==> config.mk <==
export PLATFORM = sky130hd
export DESIGN_NAME = hbc_regs
export DESIGN_NICKNAME = d
export VERILOG_FILES = /design/src/rtl/hbc_pkg.sv /design/src/rtl/hbc_ee_if.sv /design/src/rtl/hbc_eeprom_loader.sv /design/src/rtl/hbc_regs.sv
export VERILOG_INCLUDE_DIRS = /design/src /design/src/rtl
export SDC_FILE = /design/constraint.sdc
export NUM_CORES = 1
export LEC_CHECK = 0
export BUFFER_PORTS_ARGS = -buffer_cell sky130_fd_sc_hd__clkbuf_2
export CORE_MARGIN = 3
export CORE_UTILIZATION = 53
export CTS_CLUSTER_DIAMETER = 60
export DETAILED_ROUTE_END_ITERATION = 12
export GPL_TIMING_DRIVEN = 0
export PLACE_DENSITY = 0.78
export SLEW_MARGIN = 30
export SYNTH_ARGS = -nofsm -noshare
export SYNTH_HDL_FRONTEND = slang
export SYNTH_SLANG_ARGS = --single-unit
==> constraint.sdc <==
create_clock -name clk -period 4.85 [get_ports clk]
set_clock_uncertainty 0.05 [all_clocks]
set_input_delay 0.97 -clock clk [delete_from_list [all_inputs] [get_ports clk]]
set_output_delay 0.97 -clock clk [all_outputs]
set_load 0.02 [all_outputs]
==> src/rtl/hbc_params.svh <==
// Offsets, field positions, reset values and timing of the host bus config registers
// How it works
// [RULE_01] Bit 12 of rx_watermark_config picks the receive high watermark: 0 is 3 KB, 1 is 2 KB, reset 0.
// [RULE_02] An access with an illegal byte-enable set raises illegal_lane_flag at bit 15; writing 1 clears it.
// [RULE_03] The offending byte-enable pattern is kept in bits 14..11, lane 3 at bit 14, valid while the flag is up.
// [RULE_04] Synchronous and asynchronous transfers at once raise mixed_transfer_flag at bit 10; writing 1 clears it.
// [RULE_05] burst_length_field in bits 14..12 decodes 000 single, 011 four, 101 eight, 111 sixteen; reset 000.
// [RULE_06] The host programs the burst length before it starts any burst transfer.
// [RULE_07] Every location of bank 1 is reserved except the bank selector at offset 0xE.
// [RULE_08] With the EEPROM in use, reset loads the three station address words from EEPROM words 1 onward.
// [RULE_09] EEPROM word 1 goes to the low, word 2 to the middle and word 3 to the high station address word.
// [RULE_10] Software may rewrite the station address at any time and such writes never touch the EEPROM.
// [RULE_11] bus_speed_field in bits 1..0 sets the internal bus to 125, 62.5, 41.66 or 25 MHz for 00..11.
// [RULE_12] Without an EEPROM the bus speed field leaves reset at 00, the fastest rate.
// [RULE_13] With the EEPROM, bit 1 of configuration word 6 loads the speed field as 00 or 11.
// [RULE_14] After the EEPROM load, software writes to the speed field still take effect.
// [RULE_15] A six-bit bank_selector at offset 0xE picks the bank and is reachable from every bank.
// [RULE_16] The EEPROM load runs after reset only if eeprom_enable_input is high; otherwise defaults stay.
// [RULE_17] Reserved bits read as zero and writes to them have no effect on the writable fields.
`ifndef HBC_PARAMS_SVH
`define HBC_PARAMS_SVH

`define HBC_OFS_MACL 4'h0
`define HBC_OFS_MACM 4'h2
`define HBC_OFS_MACH 4'h4
`define HBC_OFS_SPEED 4'h0
`define HBC_OFS_RXWM 4'h4
`define HBC_OFS_BERR 4'h6
`define HBC_OFS_BURST 4'h8
`define HBC_OFS_BANK 4'hE

`define HBC_BANK_CFG 6'h00
`define HBC_BANK_RSVD 6'h01
`define HBC_BANK_MAC 6'h02
`define HBC_BANK_CTL 6'h03

`define HBC_WM_BIT 12
`define HBC_ILL_BIT 15
`define HBC_PAT_HI 14
`define HBC_PAT_LO 11
`define HBC_MIX_BIT 10
`define HBC_BRL_HI 14
`define HBC_BRL_LO 12
`define HBC_SPD_HI 1
`define HBC_BANK_HI 5

`define HBC_RST_BANK 6'h00
`define HBC_RST_WM 1'h0
`define HBC_RST_BRL 3'h0
`define HBC_RST_SPEED 2'h0
`define HBC_RST_MAC 16'h0000
`define HBC_RST_BEATS 5'h01

`define HBC_BRL_SINGLE 3'h0
`define HBC_BRL_4 3'h3
`define HBC_BRL_8 3'h5
`define HBC_BRL_16 3'h7
`define HBC_BEATS_4 5'h04
`define HBC_BEATS_8 5'h08
`define HBC_BEATS_16 5'h10

`define HBC_EE_MACL 6'h01
`define HBC_EE_MACM 6'h02
`define HBC_EE_MACH 6'h03
`define HBC_EE_CFG 6'h06
`define HBC_EE_SPD_BIT 1
`define HBC_EE_READ_OP 3'h6
`define HBC_EE_CMD_LAST 5'h08
`define HBC_EE_DATA_FIRST 5'h0A
`define HBC_EE_LAST_BIT 5'h19
`define HBC_EE_WORDS_LAST 2'h3

`define HBC_CLK_NS 5
`define HBC_SK_HALF_NS 500
`define HBC_SK_HALF_CYC ((`HBC_SK_HALF_NS + `HBC_CLK_NS - 1) / `HBC_CLK_NS)
`define HBC_STRAP_WAIT 2'h3

`endif

==> src/rtl/hbc_pkg.sv <==
// Types shared by the host bus config registers and the EEPROM loader
package hbc_pkg;

	typedef enum logic [3:0] {
		LD_IDLE = 4'b0001,
		LD_SHIFT = 4'b0010,
		LD_GAP = 4'b0100,
		LD_DONE = 4'b1000
	} hbc_ld_state_t;

	typedef struct packed {
		hbc_ld_state_t state;
		logic [9:0] div;
		logic sk;
		logic cs;
		logic dout;
		logic [4:0] bitCnt;
		logic [1:0] wordNum;
		logic [5:0] addr;
		logic [15:0] shift;
		logic di1;
		logic di2;
		logic valid;
		logic done;
	} hbc_ld_t;

	typedef struct packed {
		logic strap1;
		logic strap2;
		logic [1:0] strapCnt;
		logic strapSeen;
		logic loadStart;
		logic loadDone;
		logic [5:0] bank;
		logic wm;
		logic illFlag;
		logic [3:0] illPat;
		logic mixFlag;
		logic [2:0] burst_length_field;
		logic [4:0] beats;
		logic [15:0] macL;
		logic [15:0] macM;
		logic [15:0] macH;
		logic [1:0] speed;
		logic [15:0] rdData;
		logic rdValid;
	} hbc_reg_t;

endpackage : hbc_pkg

==> src/rtl/hbc_ee_if.sv <==
// Link between the register bank and its EEPROM preload engine
interface hbc_ee_if;
	logic start;
	logic done;
	logic wordValid;
	logic [5:0] wordAddr;
	logic [15:0] wordData;
	logic eeCs;
	logic eeSk;
	logic eeDo;
	logic eeDi;

	modport loader (input start, input eeDi, output done, output wordValid, output wordAddr,
		output wordData, output eeCs, output eeSk, output eeDo);
	modport regs (output start, output eeDi, input done, input wordValid, input wordAddr,
		input wordData, input eeCs, input eeSk, input eeDo);
endinterface : hbc_ee_if

==> src/rtl/hbc_eeprom_loader.sv <==
// Serial EEPROM reader that fetches the station address words and the configuration word
`include "hbc_params.svh"

module hbc_eeprom_loader #(
	parameter int SK_HALF = `HBC_SK_HALF_CYC
) (
	input wire logic clk, // 200 MHz clock
	input wire logic rstn, // Async reset, active low
	hbc_ee_if.loader ee // Start, words out, EEPROM pins
);
	import hbc_pkg::*;

	// Two-flop data synchroniser needs three cycles of settle before the falling edge
	if (SK_HALF < 3 || SK_HALF > 1023) begin : gBadHalf
		$error("SK_HALF must lie in 3..1023");
	end

	localparam logic [9:0] HALF_LAST = 10'(SK_HALF - 1);

	hbc_ld_t q;
	hbc_ld_t d;

	// Fixed fetch order: three address words, then the config word
	function automatic logic [5:0] wordAddrOf(input logic [1:0] n);
		case (n)
			2'h0: wordAddrOf = `HBC_EE_MACL;
			2'h1: wordAddrOf = `HBC_EE_MACM;
			2'h2: wordAddrOf = `HBC_EE_MACH;
			default: wordAddrOf = `HBC_EE_CFG;
		endcase
	endfunction : wordAddrOf

	// Start bit, read opcode and address, MSB first, then zeros
	function automatic logic cmdBit(input logic [5:0] a, input logic [4:0] idx);
		logic [8:0] cmd;
		cmd = {`HBC_EE_READ_OP, a};
		if (idx > `HBC_EE_CMD_LAST)
			cmdBit = 1'b0;
		else
			cmdBit = cmd[4'(`HBC_EE_CMD_LAST - idx)];
	endfunction : cmdBit

	always_comb
	begin
		d = q;
		d.valid = 1'b0;
		d.di1 = ee.eeDi;
		d.di2 = q.di1;
		case (q.state)
			LD_IDLE:
			begin
				if (ee.start)
				begin
					d.state = LD_SHIFT;
					d.wordNum = 2'h0;
					d.addr = wordAddrOf(2'h0);
					d.cs = 1'b1;
					d.sk = 1'b0;
					d.div = 10'h000;
					d.bitCnt = 5'h00;
					d.dout = cmdBit(wordAddrOf(2'h0), 5'h00);
				end
			end
			LD_SHIFT:
			begin
				if (q.div == HALF_LAST)
				begin
					d.div = 10'h000;
					d.sk = !q.sk;
					if (q.sk)
					begin
						if (q.bitCnt >= `HBC_EE_DATA_FIRST)
							d.shift = {q.shift[14:0], q.di2};
						if (q.bitCnt == `HBC_EE_LAST_BIT)
						begin
							d.state = LD_GAP;
							d.cs = 1'b0;
							d.dout = 1'b0;
							d.valid = 1'b1; // RULE_08
						end
						else
						begin
							d.bitCnt = q.bitCnt + 5'h01;
							d.dout = cmdBit(q.addr, q.bitCnt + 5'h01);
						end
					end
				end
				else
					d.div = q.div + 10'h001;
			end
			LD_GAP:
			begin
				if (q.div == HALF_LAST)
				begin
					d.div = 10'h000;
					if (q.wordNum == `HBC_EE_WORDS_LAST)
					begin
						d.state = LD_DONE;
						d.done = 1'b1;
					end
					else
					begin
						d.state = LD_SHIFT;
						d.wordNum = q.wordNum + 2'h1;
						d.addr = wordAddrOf(q.wordNum + 2'h1);
						d.cs = 1'b1;
						d.bitCnt = 5'h00;
						d.dout = cmdBit(wordAddrOf(q.wordNum + 2'h1), 5'h00);
					end
				end
				else
					d.div = q.div + 10'h001;
			end
			LD_DONE: d.done = 1'b1;
			default: d.state = LD_IDLE;
		endcase
	end

	always_ff @(posedge clk or negedge rstn)
	begin
		if (!rstn)
			q <= '{state: LD_IDLE, default: '0};
		else
			q <= d;
	end

	assign ee.done = q.done;
	assign ee.wordValid = q.valid;
	assign ee.wordAddr = q.addr;
	assign ee.wordData = q.shift;
	assign ee.eeCs = q.cs;
	assign ee.eeSk = q.sk;
	assign ee.eeDo = q.dout;
endmodule : hbc_eeprom_loader

==> src/rtl/hbc_regs.sv <==
// Banked host bus configuration and status registers with EEPROM preload
`include "hbc_params.svh"

module hbc_regs #(
	parameter int SK_HALF = `HBC_SK_HALF_CYC
) (
	input wire logic clk, // 200 MHz clock
	input wire logic rstn, // Async reset, active low
	input wire logic [3:0] hostAddr, // Byte offset of 16-bit register
	input wire logic hostRd, // Read strobe, one cycle
	input wire logic hostWr, // Write strobe, one cycle
	input wire logic [3:0] hostBe, // Byte enables, lane 3 to 0
	input wire logic [15:0] hostWdata, // Write data
	input wire logic syncXfer, // Synchronous transfer active
	input wire logic asyncXfer, // Asynchronous transfer active
	input wire logic eeEnable, // EEPROM strap pin
	input wire logic eeDi, // EEPROM serial data in
	output logic [15:0] hostRdata, // Read data
	output logic hostRdValid, // Read data valid, one cycle
	output logic rxWatermarkTwoKb, // High watermark 2 KB when set
	output logic [4:0] burstBeats, // Beats per burst
	output logic [1:0] busSpeed, // Internal bus speed code
	output logic [47:0] stationAddr, // Station address
	output logic [5:0] bankSelect, // Current bank
	output logic eeLoadDone, // Preload finished or skipped
	output logic eeCs, // EEPROM chip select
	output logic eeSk, // EEPROM serial clock
	output logic eeDo // EEPROM serial data out
);
	import hbc_pkg::*;

	if (SK_HALF < 3 || SK_HALF > 1023) begin : gBadHalf
		$error("SK_HALF must lie in 3..1023");
	end

	hbc_reg_t q;
	hbc_reg_t d;
	hbc_ee_if eeBus ();

	logic access;
	logic illegal;
	logic laneLo;
	logic laneHi;
	logic [3:0] regOfs;
	logic [15:0] mergedWr;

	function automatic logic beLegal(input logic [3:0] be);
		case (be)
			4'h1, 4'h2, 4'h4, 4'h8, 4'h3, 4'hC, 4'hF: beLegal = 1'b1;
			default: beLegal = 1'b0;
		endcase
	endfunction : beLegal

	function automatic logic [4:0] beatsOf(input logic [2:0] burst_length_field);
		case (burst_length_field)
			`HBC_BRL_4: beatsOf = `HBC_BEATS_4;
			`HBC_BRL_8: beatsOf = `HBC_BEATS_8;
			`HBC_BRL_16: beatsOf = `HBC_BEATS_16;
			default: beatsOf = `HBC_RST_BEATS;
		endcase
	endfunction : beatsOf

	// Read view; unmapped banks and reserved bits give zero
	function automatic logic [15:0] regRead(input hbc_reg_t s, input logic [3:0] a);
		logic [15:0] r;
		r = 16'h0000;
		if (a == `HBC_OFS_BANK)
			r[`HBC_BANK_HI:0] = s.bank; // RULE_15
		else
		begin
			case (s.bank)
				`HBC_BANK_CFG:
				begin
					case (a)
						`HBC_OFS_RXWM: r[`HBC_WM_BIT] = s.wm; // RULE_17
						`HBC_OFS_BERR:
						begin
							r[`HBC_ILL_BIT] = s.illFlag;
							r[`HBC_PAT_HI:`HBC_PAT_LO] = s.illPat;
							r[`HBC_MIX_BIT] = s.mixFlag;
						end
						`HBC_OFS_BURST: r[`HBC_BRL_HI:`HBC_BRL_LO] = s.burst_length_field;
						default: r = 16'h0000;
					endcase
				end
				`HBC_BANK_MAC:
				begin
					case (a)
						`HBC_OFS_MACL: r = s.macL;
						`HBC_OFS_MACM: r = s.macM;
						`HBC_OFS_MACH: r = s.macH;
						default: r = 16'h0000;
					endcase
				end
				`HBC_BANK_CTL:
				begin
					if (a == `HBC_OFS_SPEED)
						r[`HBC_SPD_HI:0] = s.speed;
				end
				default: r = 16'h0000; // RULE_07
			endcase
		end
		regRead = r;
	endfunction : regRead

	function automatic logic [15:0] merge16(input logic [15:0] old, input logic [15:0] nw,
		input logic lo, input logic hi);
		merge16 = {hi ? nw[15:8] : old[15:8], lo ? nw[7:0] : old[7:0]};
	endfunction : merge16

	always_comb
	begin
		regOfs = {hostAddr[3:1], 1'b0};
		access = hostRd || hostWr;
		illegal = access && !beLegal(hostBe);
		laneLo = hostBe[{hostAddr[1], 1'b0}];
		laneHi = hostBe[{hostAddr[1], 1'b1}];
		mergedWr = merge16(regRead(q, regOfs), hostWdata, laneLo, laneHi);
	end

	always_comb
	begin
		d = q;
		d.rdValid = 1'b0;
		d.loadStart = 1'b0;
		d.strap1 = eeEnable;
		d.strap2 = q.strap1;
		// Strap is sampled once, after the synchroniser has filled
		if (!q.strapSeen)
		begin
			if (q.strapCnt == `HBC_STRAP_WAIT)
			begin
				d.strapSeen = 1'b1;
				d.loadStart = q.strap2; // RULE_16
				d.loadDone = !q.strap2;
			end
			else
				d.strapCnt = q.strapCnt + 2'h1;
		end
		if (eeBus.done)
			d.loadDone = 1'b1;
		if (eeBus.wordValid)
		begin
			case (eeBus.wordAddr)
				`HBC_EE_MACL: d.macL = eeBus.wordData; // RULE_09
				`HBC_EE_MACM: d.macM = eeBus.wordData; // RULE_09
				`HBC_EE_MACH: d.macH = eeBus.wordData; // RULE_09
				`HBC_EE_CFG: d.speed = {2{eeBus.wordData[`HBC_EE_SPD_BIT]}}; // RULE_13
				default: d.speed = d.speed;
			endcase
		end
		if (hostRd)
		begin
			d.rdValid = 1'b1;
			d.rdData = regRead(q, regOfs);
		end
		// Writes with illegal lanes are dropped; software wins over preload
		if (hostWr && !illegal)
		begin
			if (regOfs == `HBC_OFS_BANK)
			begin
				if (laneLo)
					d.bank = hostWdata[`HBC_BANK_HI:0]; // RULE_15
			end
			else
			begin
				case (q.bank)
					`HBC_BANK_CFG:
					begin
						case (regOfs)
							`HBC_OFS_RXWM: d.wm = mergedWr[`HBC_WM_BIT]; // RULE_01
							`HBC_OFS_BERR:
							begin
								if (laneHi && hostWdata[`HBC_ILL_BIT])
									d.illFlag = 1'b0; // RULE_02
								if (laneHi && hostWdata[`HBC_MIX_BIT])
									d.mixFlag = 1'b0; // RULE_04
							end
							`HBC_OFS_BURST: d.burst_length_field = mergedWr[`HBC_BRL_HI:`HBC_BRL_LO]; // RULE_05
							default: d.burst_length_field = d.burst_length_field;
						endcase
					end
					`HBC_BANK_MAC:
					begin
						case (regOfs)
							`HBC_OFS_MACL: d.macL = mergedWr; // RULE_10
							`HBC_OFS_MACM: d.macM = mergedWr; // RULE_10
							`HBC_OFS_MACH: d.macH = mergedWr; // RULE_10
							default: d.macL = d.macL;
						endcase
					end
					`HBC_BANK_CTL:
					begin
						if (regOfs == `HBC_OFS_SPEED)
							d.speed = mergedWr[`HBC_SPD_HI:0]; // RULE_14
					end
					default: d.bank = d.bank; // RULE_07
				endcase
			end
		end
		// Hardware set comes last so it wins over a same-cycle clear
		if (illegal)
		begin
			d.illFlag = 1'b1; // RULE_02
			d.illPat = hostBe; // RULE_03
		end
		if (syncXfer && asyncXfer)
			d.mixFlag = 1'b1; // RULE_04
		d.beats = beatsOf(d.burst_length_field); // RULE_05
	end

	always_ff @(posedge clk or negedge rstn)
	begin
		if (!rstn)
		begin
			q <= '0;
			q.bank <= `HBC_RST_BANK;
			q.wm <= `HBC_RST_WM; // RULE_01
			q.burst_length_field <= `HBC_RST_BRL;
			q.beats <= `HBC_RST_BEATS;
			q.speed <= `HBC_RST_SPEED; // RULE_12
			q.macL <= `HBC_RST_MAC;
			q.macM <= `HBC_RST_MAC;
			q.macH <= `HBC_RST_MAC;
		end
		else
			q <= d;
	end

	hbc_eeprom_loader #(
		.SK_HALF(SK_HALF)
	) uLoader (
		.clk(clk),
		.rstn(rstn),
		.ee(eeBus)
	);

	assign eeBus.start = q.loadStart; // RULE_08
	assign eeBus.eeDi = eeDi;
	assign hostRdata = q.rdData;
	assign hostRdValid = q.rdValid;
	assign rxWatermarkTwoKb = q.wm;
	assign burstBeats = q.beats;
	assign busSpeed = q.speed; // RULE_11
	assign stationAddr = {q.macH, q.macM, q.macL};
	assign bankSelect = q.bank;
	assign eeLoadDone = q.loadDone;
	assign eeCs = eeBus.eeCs;
	assign eeSk = eeBus.eeSk;
	assign eeDo = eeBus.eeDo;
endmodule : hbc_regs

==> results of run 1 <==
-- layout make-up --
type / instances / area [um^2] / area share [%]
Clock buffer: 20 / 467 / 4.93
Tap cell: 184 / 230 / 2.43
Clock inverter: 11 / 213 / 2.25
Multi-Input combinational cell: 510 / 3560 / 37.6
Buffer: 118 / 759 / 8.02
Sequential cell: 141 / 3530 / 37.3
Inverter: 22 / 82.6 / 0.872
Timing Repair Buffer: 113 / 619 / 6.54
-- per-stage QoR --
step / hold WS, ns / utilization [%] / cells / setup WS, ns / instance area [um^2]
2_1_floorplan: 0.281 / - / 791 / 2.04 / 7940
3_3_place_gp: 0.282 / 59.8 / 1086 / 0.406 / 8720
3_5_place_dp: 0.287 / 60.2 / 1088 / 1.24 / 8790
4_1_cts: 0.300 / 64.9 / 1119 / 1.70 / 9470
5_1_grt: 0.304 / 64.9 / 1119 / 1.44 / 9470
6_report: 0.297 / 64.9 / 1119 / 1.65 / 9470
-- report_power, final --
group / leakage [nW] / total [mW] / internal, mW / switching, mW
Sequential: 1.81 / 1.38 / 1.29 / 0.0941
Clock: 0.324 / 1.49 / 1.00 / 0.488
Combinational: 2.45 / 0.723 / 0.324 / 0.399
Total: 4.59 / 3.59 / 2.61 / 0.982
-- sequential cells by signal (all words and copies together) (netlist names), 2 cells and up --
| signal | flops |
|---|---|
| busSpeed | 2 |
| q | 13 |
| burstBeats | 4 |
| uLoader.ee.wordData | 16 |
| uLoader.q | 22 |
| hostRdata | 16 |
| uLoader.ee.wordAddr | 3 |
| bankSelect | 6 |
| stationAddr | 48 |
-- layer usage --
layer / up-vias / wire (um)
li1: 3010 / -
met1: 3163 / 8610
met2: 311 / 10000
met3: 28 / 1590
met4: 0 / 320
met5: - / 0
-- worst reg2reg max path, stage by stage, from the launching register on --
cell and delay [ns]:
sky130_fd_sc_hd__dfrtp_1 0.42, sky130_fd_sc_hd__nor4_1 0.79, sky130_fd_sc_hd__nand2_1 0.33, sky130_fd_sc_hd__nor3_2 0.76
sky130_fd_sc_hd__clkbuf_1 0.51, sky130_fd_sc_hd__a21oi_1 0.15
-- kinds of logic (layout without fill, tap and decap cells) --
logic type                 count (synthesis)  after routing  synth area share (%)
AOI/OAI and AO/OA                        164            164                  12.7
DFF                                      141            141                  44.5
buffers and inverters                    140            284                  10.6
other                                      1              1                0.0473
adders and majority gates                 11             11                  1.73
and+or+nand+nor                          210            210                  13.6
xor gates and xnor gates                   5              5                 0.552
muxes                                    119            119                  16.3
-- path summary, 6_finish.rpt --
check                                             to  slack [ns]  cells after the start
min in group asynchronous    burstBeats[3]$_DFF_PN0_        0.40                      1
max in group asynchronous  uLoader.q[46]$_DFFE_PN1P_        3.74                      2
setup reg to reg           stationAddr[28]$_DFF_PN0_        1.69                      5
hold / removal                       q[93]$_DFF_PN0_        0.30                      0
hold reg to reg                      q[93]$_DFF_PN0_        0.30                      0
setup / recovery            stationAddr[7]$_DFF_PN0_        1.65                      8
-- Yosys cell counts (2+ instances only) --
master	n
sky130_fd_sc_hd__nor2b_1	13
sky130_fd_sc_hd__and3b_1	2
sky130_fd_sc_hd__and3_1	6
sky130_fd_sc_hd__o221ai_1	2
sky130_fd_sc_hd__o22a_1	2
sky130_fd_sc_hd__o21ai_1	2
sky130_fd_sc_hd__nand2b_1	3
sky130_fd_sc_hd__or3_1	7
sky130_fd_sc_hd__o22ai_1	2
sky130_fd_sc_hd__o41ai_1	3
sky130_fd_sc_hd__nand4_1	5
sky130_fd_sc_hd__o31ai_1	6
sky130_fd_sc_hd__xnor2_1	2
sky130_fd_sc_hd__a32oi_1	2
sky130_fd_sc_hd__nor3_1	14
sky130_fd_sc_hd__a21oi_1	59
sky130_fd_sc_hd__buf_2	13
sky130_fd_sc_hd__a211o_1	2
sky130_fd_sc_hd__nand2_1	57
sky130_fd_sc_hd__nor4bb_1	5
sky130_fd_sc_hd__a211oi_1	12
sky130_fd_sc_hd__mux2i_1	43
sky130_fd_sc_hd__o21ai_0	42
sky130_fd_sc_hd__nor2_1	60
sky130_fd_sc_hd__clkbuf_1	22
sky130_fd_sc_hd__inv_1	21
sky130_fd_sc_hd__nor3b_1	3
sky130_fd_sc_hd__nand3_1	16
sky130_fd_sc_hd__o21a_1	3
sky130_fd_sc_hd__a22oi_1	3
sky130_fd_sc_hd__dfrtp_1	139
sky130_fd_sc_hd__buf_1	4
sky130_fd_sc_hd__or4b_2	2
sky130_fd_sc_hd__o2bb2ai_1	2
sky130_fd_sc_hd__or4_1	3
sky130_fd_sc_hd__buf_4	78
sky130_fd_sc_hd__nor4b_2	2
sky130_fd_sc_hd__a21o_1	3
sky130_fd_sc_hd__mux2_2	73
sky130_fd_sc_hd__ha_1	11
sky130_fd_sc_hd__a2bb2oi_1	5
sky130_fd_sc_hd__dfstp_2	2
sky130_fd_sc_hd__nand4b_1	2
sky130_fd_sc_hd__xor2_1	3
sky130_fd_sc_hd__a31oi_1	4
==> summary by stage, run 1 <==
Status
The run finished with clean final reports.

Logic synthesis
After synthesis, the largest area contributor takes up between 40% and 50% of total cell area. The count of state elements after synthesis is between 100 and 150. Yosys attributes the largest share of cell area to sky130_fd_sc_hd__dfrtp_1 44%, sky130_fd_sc_hd__mux2_2 10%, sky130_fd_sc_hd__buf_4 7.4%. The netlist area before placement is 0.00794 mm^2. The sequential area share after synthesis is between 40% and 50%. The prevailing post-synth register cell is sky130_fd_sc_hd__dfrtp_1. The average cell area after synthesis is 10.0 um^2. Counting every net in the synthesized netlist gives between 800 and 900. Counting flops with an async set or reset pin after synthesis yields a share of 100%.

The count of different cell masters after synthesis is 71. Yosys printed 0 warnings. The number of standard cells after synthesis is around 790. The biggest area contributor in the post-synthesis netlist is sky130_fd_sc_hd__dfrtp_1. The number of synthesized flops with an enable pin is 0.

Final layout
The repair_antennas step left the layout with diodes totalling 0. Leaving out fill and tap cells, the most frequent cells in the layout are 139 x sky130_fd_sc_hd__dfrtp_1, 110 x sky130_fd_sc_hd__clkbuf_2, 78 x sky130_fd_sc_hd__buf_4. The post-layout net count is 966. Compared with the post-synthesis result, the final layout area differs by 19.3%. The ratio of cells with drive above 1 in the final layout is 35.0%. The number of fill cells in the layout is 1,153. The most frequent standard cell in the layout excluding fill and tap cells is sky130_fd_sc_hd__dfrtp_1.

Clock tree
The number of H-tree branching levels is 4. In this run, CTS created clock tree buffers numbering 17. After clock tree synthesis, the clock-pin slew on the worst setup and hold paths is ~0.060 ns.

The post-CTS setup repair buffer count is 0. After clock tree synthesis, the repair step resized 0 gates. The clock drives ~140 sinks.

At the later pin of the worst-skew pair, clock insertion delay measures 0.42 ns. The CTS root buffer is sky130_fd_sc_hd__clkbuf_16. The post-cts hold buffer count is 0. The maximum clock path buffer count is 2. TritonCTS built the clock tree.

STA
The routed design could run at a clock period as short as between 3 and 4 ns. For this run, the top clock speed supported by timing is approximately 0.31 GHz. The count of endpoints failing hold in the final timing report is 0. For the final routed database, the setup TNS stands at 0 ns.

The final number of max-transition violations came to 0. The final number of setup-violating endpoints is 0. Dividing the final minimum period by the clock period gives 66.0%. For the pin with the worst max-slew slack, the measured transition is about 0.93 ns.

Measured against its own limit, the worst slew margin works out to a little over a third. Setup repair after global routing left no endpoint under its margin.

Pwr
IR analysis of the VDD net gives a maximum drop of about 0.24 mV. The leakage power is ~4.6 nW. Dividing total power by cell area gives a power density of 379 mW/mm^2. Summing internal, switching and leakage power gives about 3.6 mW.

Critical path
The cell with the largest stage delay on the worst path is sky130_fd_sc_hd__o21ai_1. The type of origin of the critical path is a primary input. The most numerous cell type found on the critical path is sky130_fd_sc_hd__clkbuf_1. The signal on the critical path passes through clkbuf_2, nor2_1, mux2_2, o21ai_1, or3b_2, clkbuf_1, clkbuf_1, o21ai_0. The worst register-to-register path begins at bankSelect[3]$_DFFE_PN0P_. On the worst path, the slowest cell contributes a delay of ~0.65 ns. The kind of end point of the critical path is a register. For the worst setup path, the data arrival time is about 3.4 ns. The critical path starts at hostBe[1]. The endpoint required time on the critical path is 5.07 ns. The critical path contains buffers and inverters numbering 3 combined.

The startpoint-to-endpoint class of the critical path is in2reg. The maximum fanout along the worst path is 10. The cell family contributing the most delay on the critical path is compound AO/OA/AOI/OAI gates.

Routing
The via-per-instance ratio is around 5.8. The number of DRC markers after the initial detailed-route iteration is 635. Wires add up to between 20 and 25 mm.

In the routed design, unresolved DRC markers number 0. The first-pass iteration count of the detailed router is 7. The detail-routed net length per standard cell is approximately 18 um.

The detailed router placed ~6,500 vias in this run. The detail route stage leaves a number of antenna-violating nets equal to 0.

GRT
The initial antenna violation count came to 0. The residual overflow from global routing is 0. The fraction of met3 tracks used by global routing is around 5.2%.

Global routing used between 20% and 30% of the available tracks. The via count of the first global-routing pass is between 6,000 and 7,000. The met2 capacity usage during global routing is 42.0%. The routing layer with the top usage in global route is met2. Global routing used between 30% and 40% of the available met1 tracks. The first-pass GRT wire length is 32.6 mm.

Entering global routing, the biggest net connects 56 pins.

Die
The floorplan step set the die height to around 130 um. The number of placement rows is 44. The horizontal extent of the die is ~130 um. The number of primary I/O pins is roughly 120. The total die area is 0.0165 mm^2. The starting utilization of the core area is between 50% and 60%. The region available for standard cell placement spans 0.0146 mm^2.

Job
The max-cap check violation count is 0.

Min path
The worst hold path belongs to the class reg2reg. The startpoint identified for the worst hold timing path is d[93]$_DFF_PN0_.

Place
Input and output buffers added on the ports amount to between 100 and 150. The routability congestion estimate is 0.899. The placed wire-length estimate is 14.7 mm.
No activity file was read; power rests on OpenSTA's default activity.
==> run 2, diff against run 1 <==
--- a/config.mk
+++ b/config.mk
@@ -8,11 +8,11 @@
 export LEC_CHECK = 0
 export BUFFER_PORTS_ARGS = -buffer_cell sky130_fd_sc_hd__clkbuf_2
 export CORE_MARGIN = 3
-export CORE_UTILIZATION = 53
+export CORE_UTILIZATION = 52
 export CTS_CLUSTER_DIAMETER = 60
 export DETAILED_ROUTE_END_ITERATION = 12
 export GPL_TIMING_DRIVEN = 0
-export PLACE_DENSITY = 0.78
+export PLACE_DENSITY = 0.79
 export SLEW_MARGIN = 30
 export SYNTH_ARGS = -nofsm -noshare
 export SYNTH_HDL_FRONTEND = slang
==> constraint.sdc (replaced) <==
create_clock -name clk -period 2.86 [get_ports clk]
set_clock_uncertainty 0.05 [all_clocks]
set_input_delay 0.572 -clock clk [delete_from_list [all_inputs] [get_ports clk]]
set_output_delay 0.572 -clock clk [all_outputs]
set_load 0.02 [all_outputs]
==> summary by stage, run 2 (same netlist as run 1, synthesis figures left out) <==
Critical path
The source of the worst register-to-register timing path is uLoader.ee.wordAddr[0]$_DFFE_PN0P_ (was bankSelect[3]$_DFFE_PN0P_). The depth of the most critical reg-to-reg path is 6 (was 5). The endpoint of the worst setup timing path is stationAddr[5]$_DFF_PN0_ (was stationAddr[7]$_DFF_PN0_). The beginning of the critical path is hostAddr[1] (was hostBe[1]). Critical-path cell list: clkbuf_2, buf_2, buf_1, mux2i_1, buf_1, mux2i_1, o21ai_0 (was clkbuf_2, nor2_1, mux2_2, o21ai_1, or3b_2, clkbuf_1, clkbuf_1, o21ai_0). The startpoint-to-endpoint class of the critical path is in2reg (unchanged). The kind of end point of the critical path was a register (unchanged). The cell with the largest stage delay on the worst path is sky130_fd_sc_hd__buf_1 (was sky130_fd_sc_hd__o21ai_1). The type of origin of the critical path is a primary input (unchanged). The delay of the slowest cell on the worst path is 0.54 ns (was 0.65 ns).

The cell family contributing the most delay on the critical path is buffers and inverters (was compound AO/OA/AOI/OAI gates). The arrival time at the worst endpoint was 2.97 ns (was 3.42 ns). The number of gates on the worst path with buffers counted is 7 (was 8).

The maximum fanout along the worst path was 10 (unchanged). The endpoint required time on the critical path is 3.09 ns (was 5.07 ns). The number of buffers and inverters on the critical path is 4 (was 3). The destination of the worst register-to-register timing path is stationAddr[12]$_DFF_PN0_ (was stationAddr[28]$_DFF_PN0_). The setup slack on the worst flop-to-flop path is 0.12 ns (was 1.69 ns).

GRT
The residual overflow from global routing is 0 (unchanged). The via count of the first global-routing pass is 6,139 (was 6,130). The pin count of the biggest net entering global routing is 82 (was 56). The initial antenna violation count came to 0 (unchanged).

The first-pass GRT wire length is 32.5 mm (was 32.6 mm). The overall fraction of global-route tracks in use was 24.9% (was 25.3%).

Clock tree
The number of buffers inserted during clock tree synthesis is 17 (unchanged). The post-cts hold buffer count is 0 (unchanged). The clock-pin slew reported for the worst setup and hold paths after clock tree synthesis is 0.06 ns (about the same).

The number of H-tree branching levels is 4 (unchanged). The clock sink total is 141 (unchanged). The CTS tree is yes (unchanged). The maximum clock path buffer count came to 2 (unchanged). The clock latency reported for the late side of the worst-skew pair is 0.42 ns (about the same).

The post-CTS setup repair buffer count is 0 (unchanged). The CTS root buffer is sky130_fd_sc_hd__clkbuf_16 (unchanged).

Routing
The number of DRC markers after the initial detailed-route iteration is 651 (was 635). The first-pass iteration count of the detailed router is 5 (was 7). The via-per-instance ratio is 5.79 (was 5.82). The via total after detailed routing is 6,481 (was 6,512). The detail-routed net length per standard cell came to 18.5 um (was 18.3 um).

The wire length after detailed routing is 20.7 mm (was 20.5 mm). The final routed DRC violation total is 0 (unchanged). The remaining number of nets flagged by the antenna check after routing is 0 (unchanged).

STA
The final worst slack came to 0.118 ns (was 1.65 ns). The ratio of final minimum period to clock period is ~96%. The final number of setup-violating endpoints is 0 (unchanged). Setup repair after global routing missed its margin: no (unchanged). The final number of max-transition violations is 0 (unchanged). The worst slew margin relative to its limit is 40.0% (was 36.0%). The achievable frequency is 0.365 GHz. The slew at the pin closest to its max-slew limit is 0.899 ns (was 0.933 ns). The worst path needs around 2.7 ns of the cycle, external delays included. The count of endpoints failing hold in the final timing report is 0 (unchanged).

Die
The placeable core area is 0.0148 mm^2 (was 0.0146 mm^2). The number of primary I/O pins is 115 (unchanged). The number of placement rows came to 44 (unchanged). The total die area was 0.0168 mm^2 (was 0.0165 mm^2). The starting utilization of the core area is 53.8% (was 54.4%). The floorplan die height is 130 um (was 128 um). The horizontal extent of the die is 130 um (was 128 um).

Final layout
The post-layout net count is 965 (was 966). The number of inserted diodes is 0 (unchanged). The growth of design area from synthesis to finish came to 19.0% (was 19.3%). The ratio of cells with drive above 1 in the final layout was 35.4% (was 35.0%).

The area of the multi-input gates is 0.00359 mm^2 (was 0.00356 mm^2). The most frequent standard cell in the layout excluding fill and tap cells is sky130_fd_sc_hd__dfrtp_1 (unchanged). The register area is 0.00353 mm^2 (unchanged).

The final core area utilization is 64.0% (was 64.9%). The number of flip-flops under the largest register name is 48 (unchanged). The number of fill cells in the layout is 1,191 (was 1,153).

Commonest cells after routing, fill and taps aside: 139 x sky130_fd_sc_hd__dfrtp_1, 110 x sky130_fd_sc_hd__clkbuf_2, 78 x sky130_fd_sc_hd__buf_4 (unchanged).

Pwr
The total power per unit cell area came to 636 mW/mm^2 (was 379 mW/mm^2). The maximum vdd ir drop is 0.453 mV (was 0.245 mV). The leakage power is 4.58 nW (was 4.59 nW). The total design power was 6.01 mW (was 3.59 mW).

Job
The max-cap check violation count is 0 (unchanged).

Place
The count of input and output buffers was 111 (unchanged). The placed wire-length estimate was 14.4 mm (was 14.7 mm). The routability congestion estimate is 0.859 (was 0.899). The post-place setup slack is -0.300 ns (was 1.24 ns).

Min path
The worst hold-check path type is in2async (was reg2reg).

Status
Status: complete, no violations (unchanged).
[run 2: power by group]
part	internal (mW)	total (mW)	switching, mW
Combinational	0.547	1.22	0.676
Sequential	2.18	2.34	0.160
Clock	1.61	2.45	0.836
Total	4.34	6.01	1.67
[run 2: worst min path at each step]
stage                            from                   endpoint  depth (start not counted)
6_report                         rstn    burstBeats[4]$_DFF_PN0_                          1
5_1_grt                          rstn    burstBeats[4]$_DFF_PN0_                          1
4_1_cts                          rstn    burstBeats[4]$_DFF_PN0_                          1
3_5_place_dp   uLoader.d[2]$_DFF_PN0_     uLoader.q[2]$_DFF_PN0_                          0
3_3_place_gp          d[93]$_DFF_PN0_            q[93]$_DFF_PN0_                          0
2_1_floorplan                    rstn  bankSelect[0]$_DFFE_PN0P_                          0
[run 2: metal layers]
layer,track usage [%],vias up,share of wire (%)
li1,-,2987,-
met1,33.8,3157,43
met2,39.7,298,48
met3,5.73,39,7.3
met4,8.37,0,1.8
met5,0,-,0
[run 2: cell type report]
cell class | instances | share of cell area [%]
buffer | 118 | 8.04
clock buffer | 21 | 4.98
clock inverter | 11 | 1.99
inverter | 22 | 0.874
multi-input combinational | 510 | 38.0
sequential | 141 | 37.4
tap | 184 | 2.44
timing repair buffer | 112 | 6.27
[run 2: stage by stage]
step,hold slack (ns),setup TNS (ns),cell area [um^2],instances
6_report,0.0773,0,9440,1119
5_1_grt,0.115,0,9440,1119
4_1_cts,0.0940,0,9430,1119
3_5_place_dp,0.285,-7.06,8760,1087
3_3_place_gp,0.284,-170.35,8720,1086
2_1_floorplan,0.226,0,7940,791
[run 2: repair_timing]
| item | in CTS | in global routing |
|---|---|---|
| gates resized for setup | 3 | 2 |
| setup endpoints to repair | 27 | 19 |
| hold endpoints to repair | 0 | 0 |
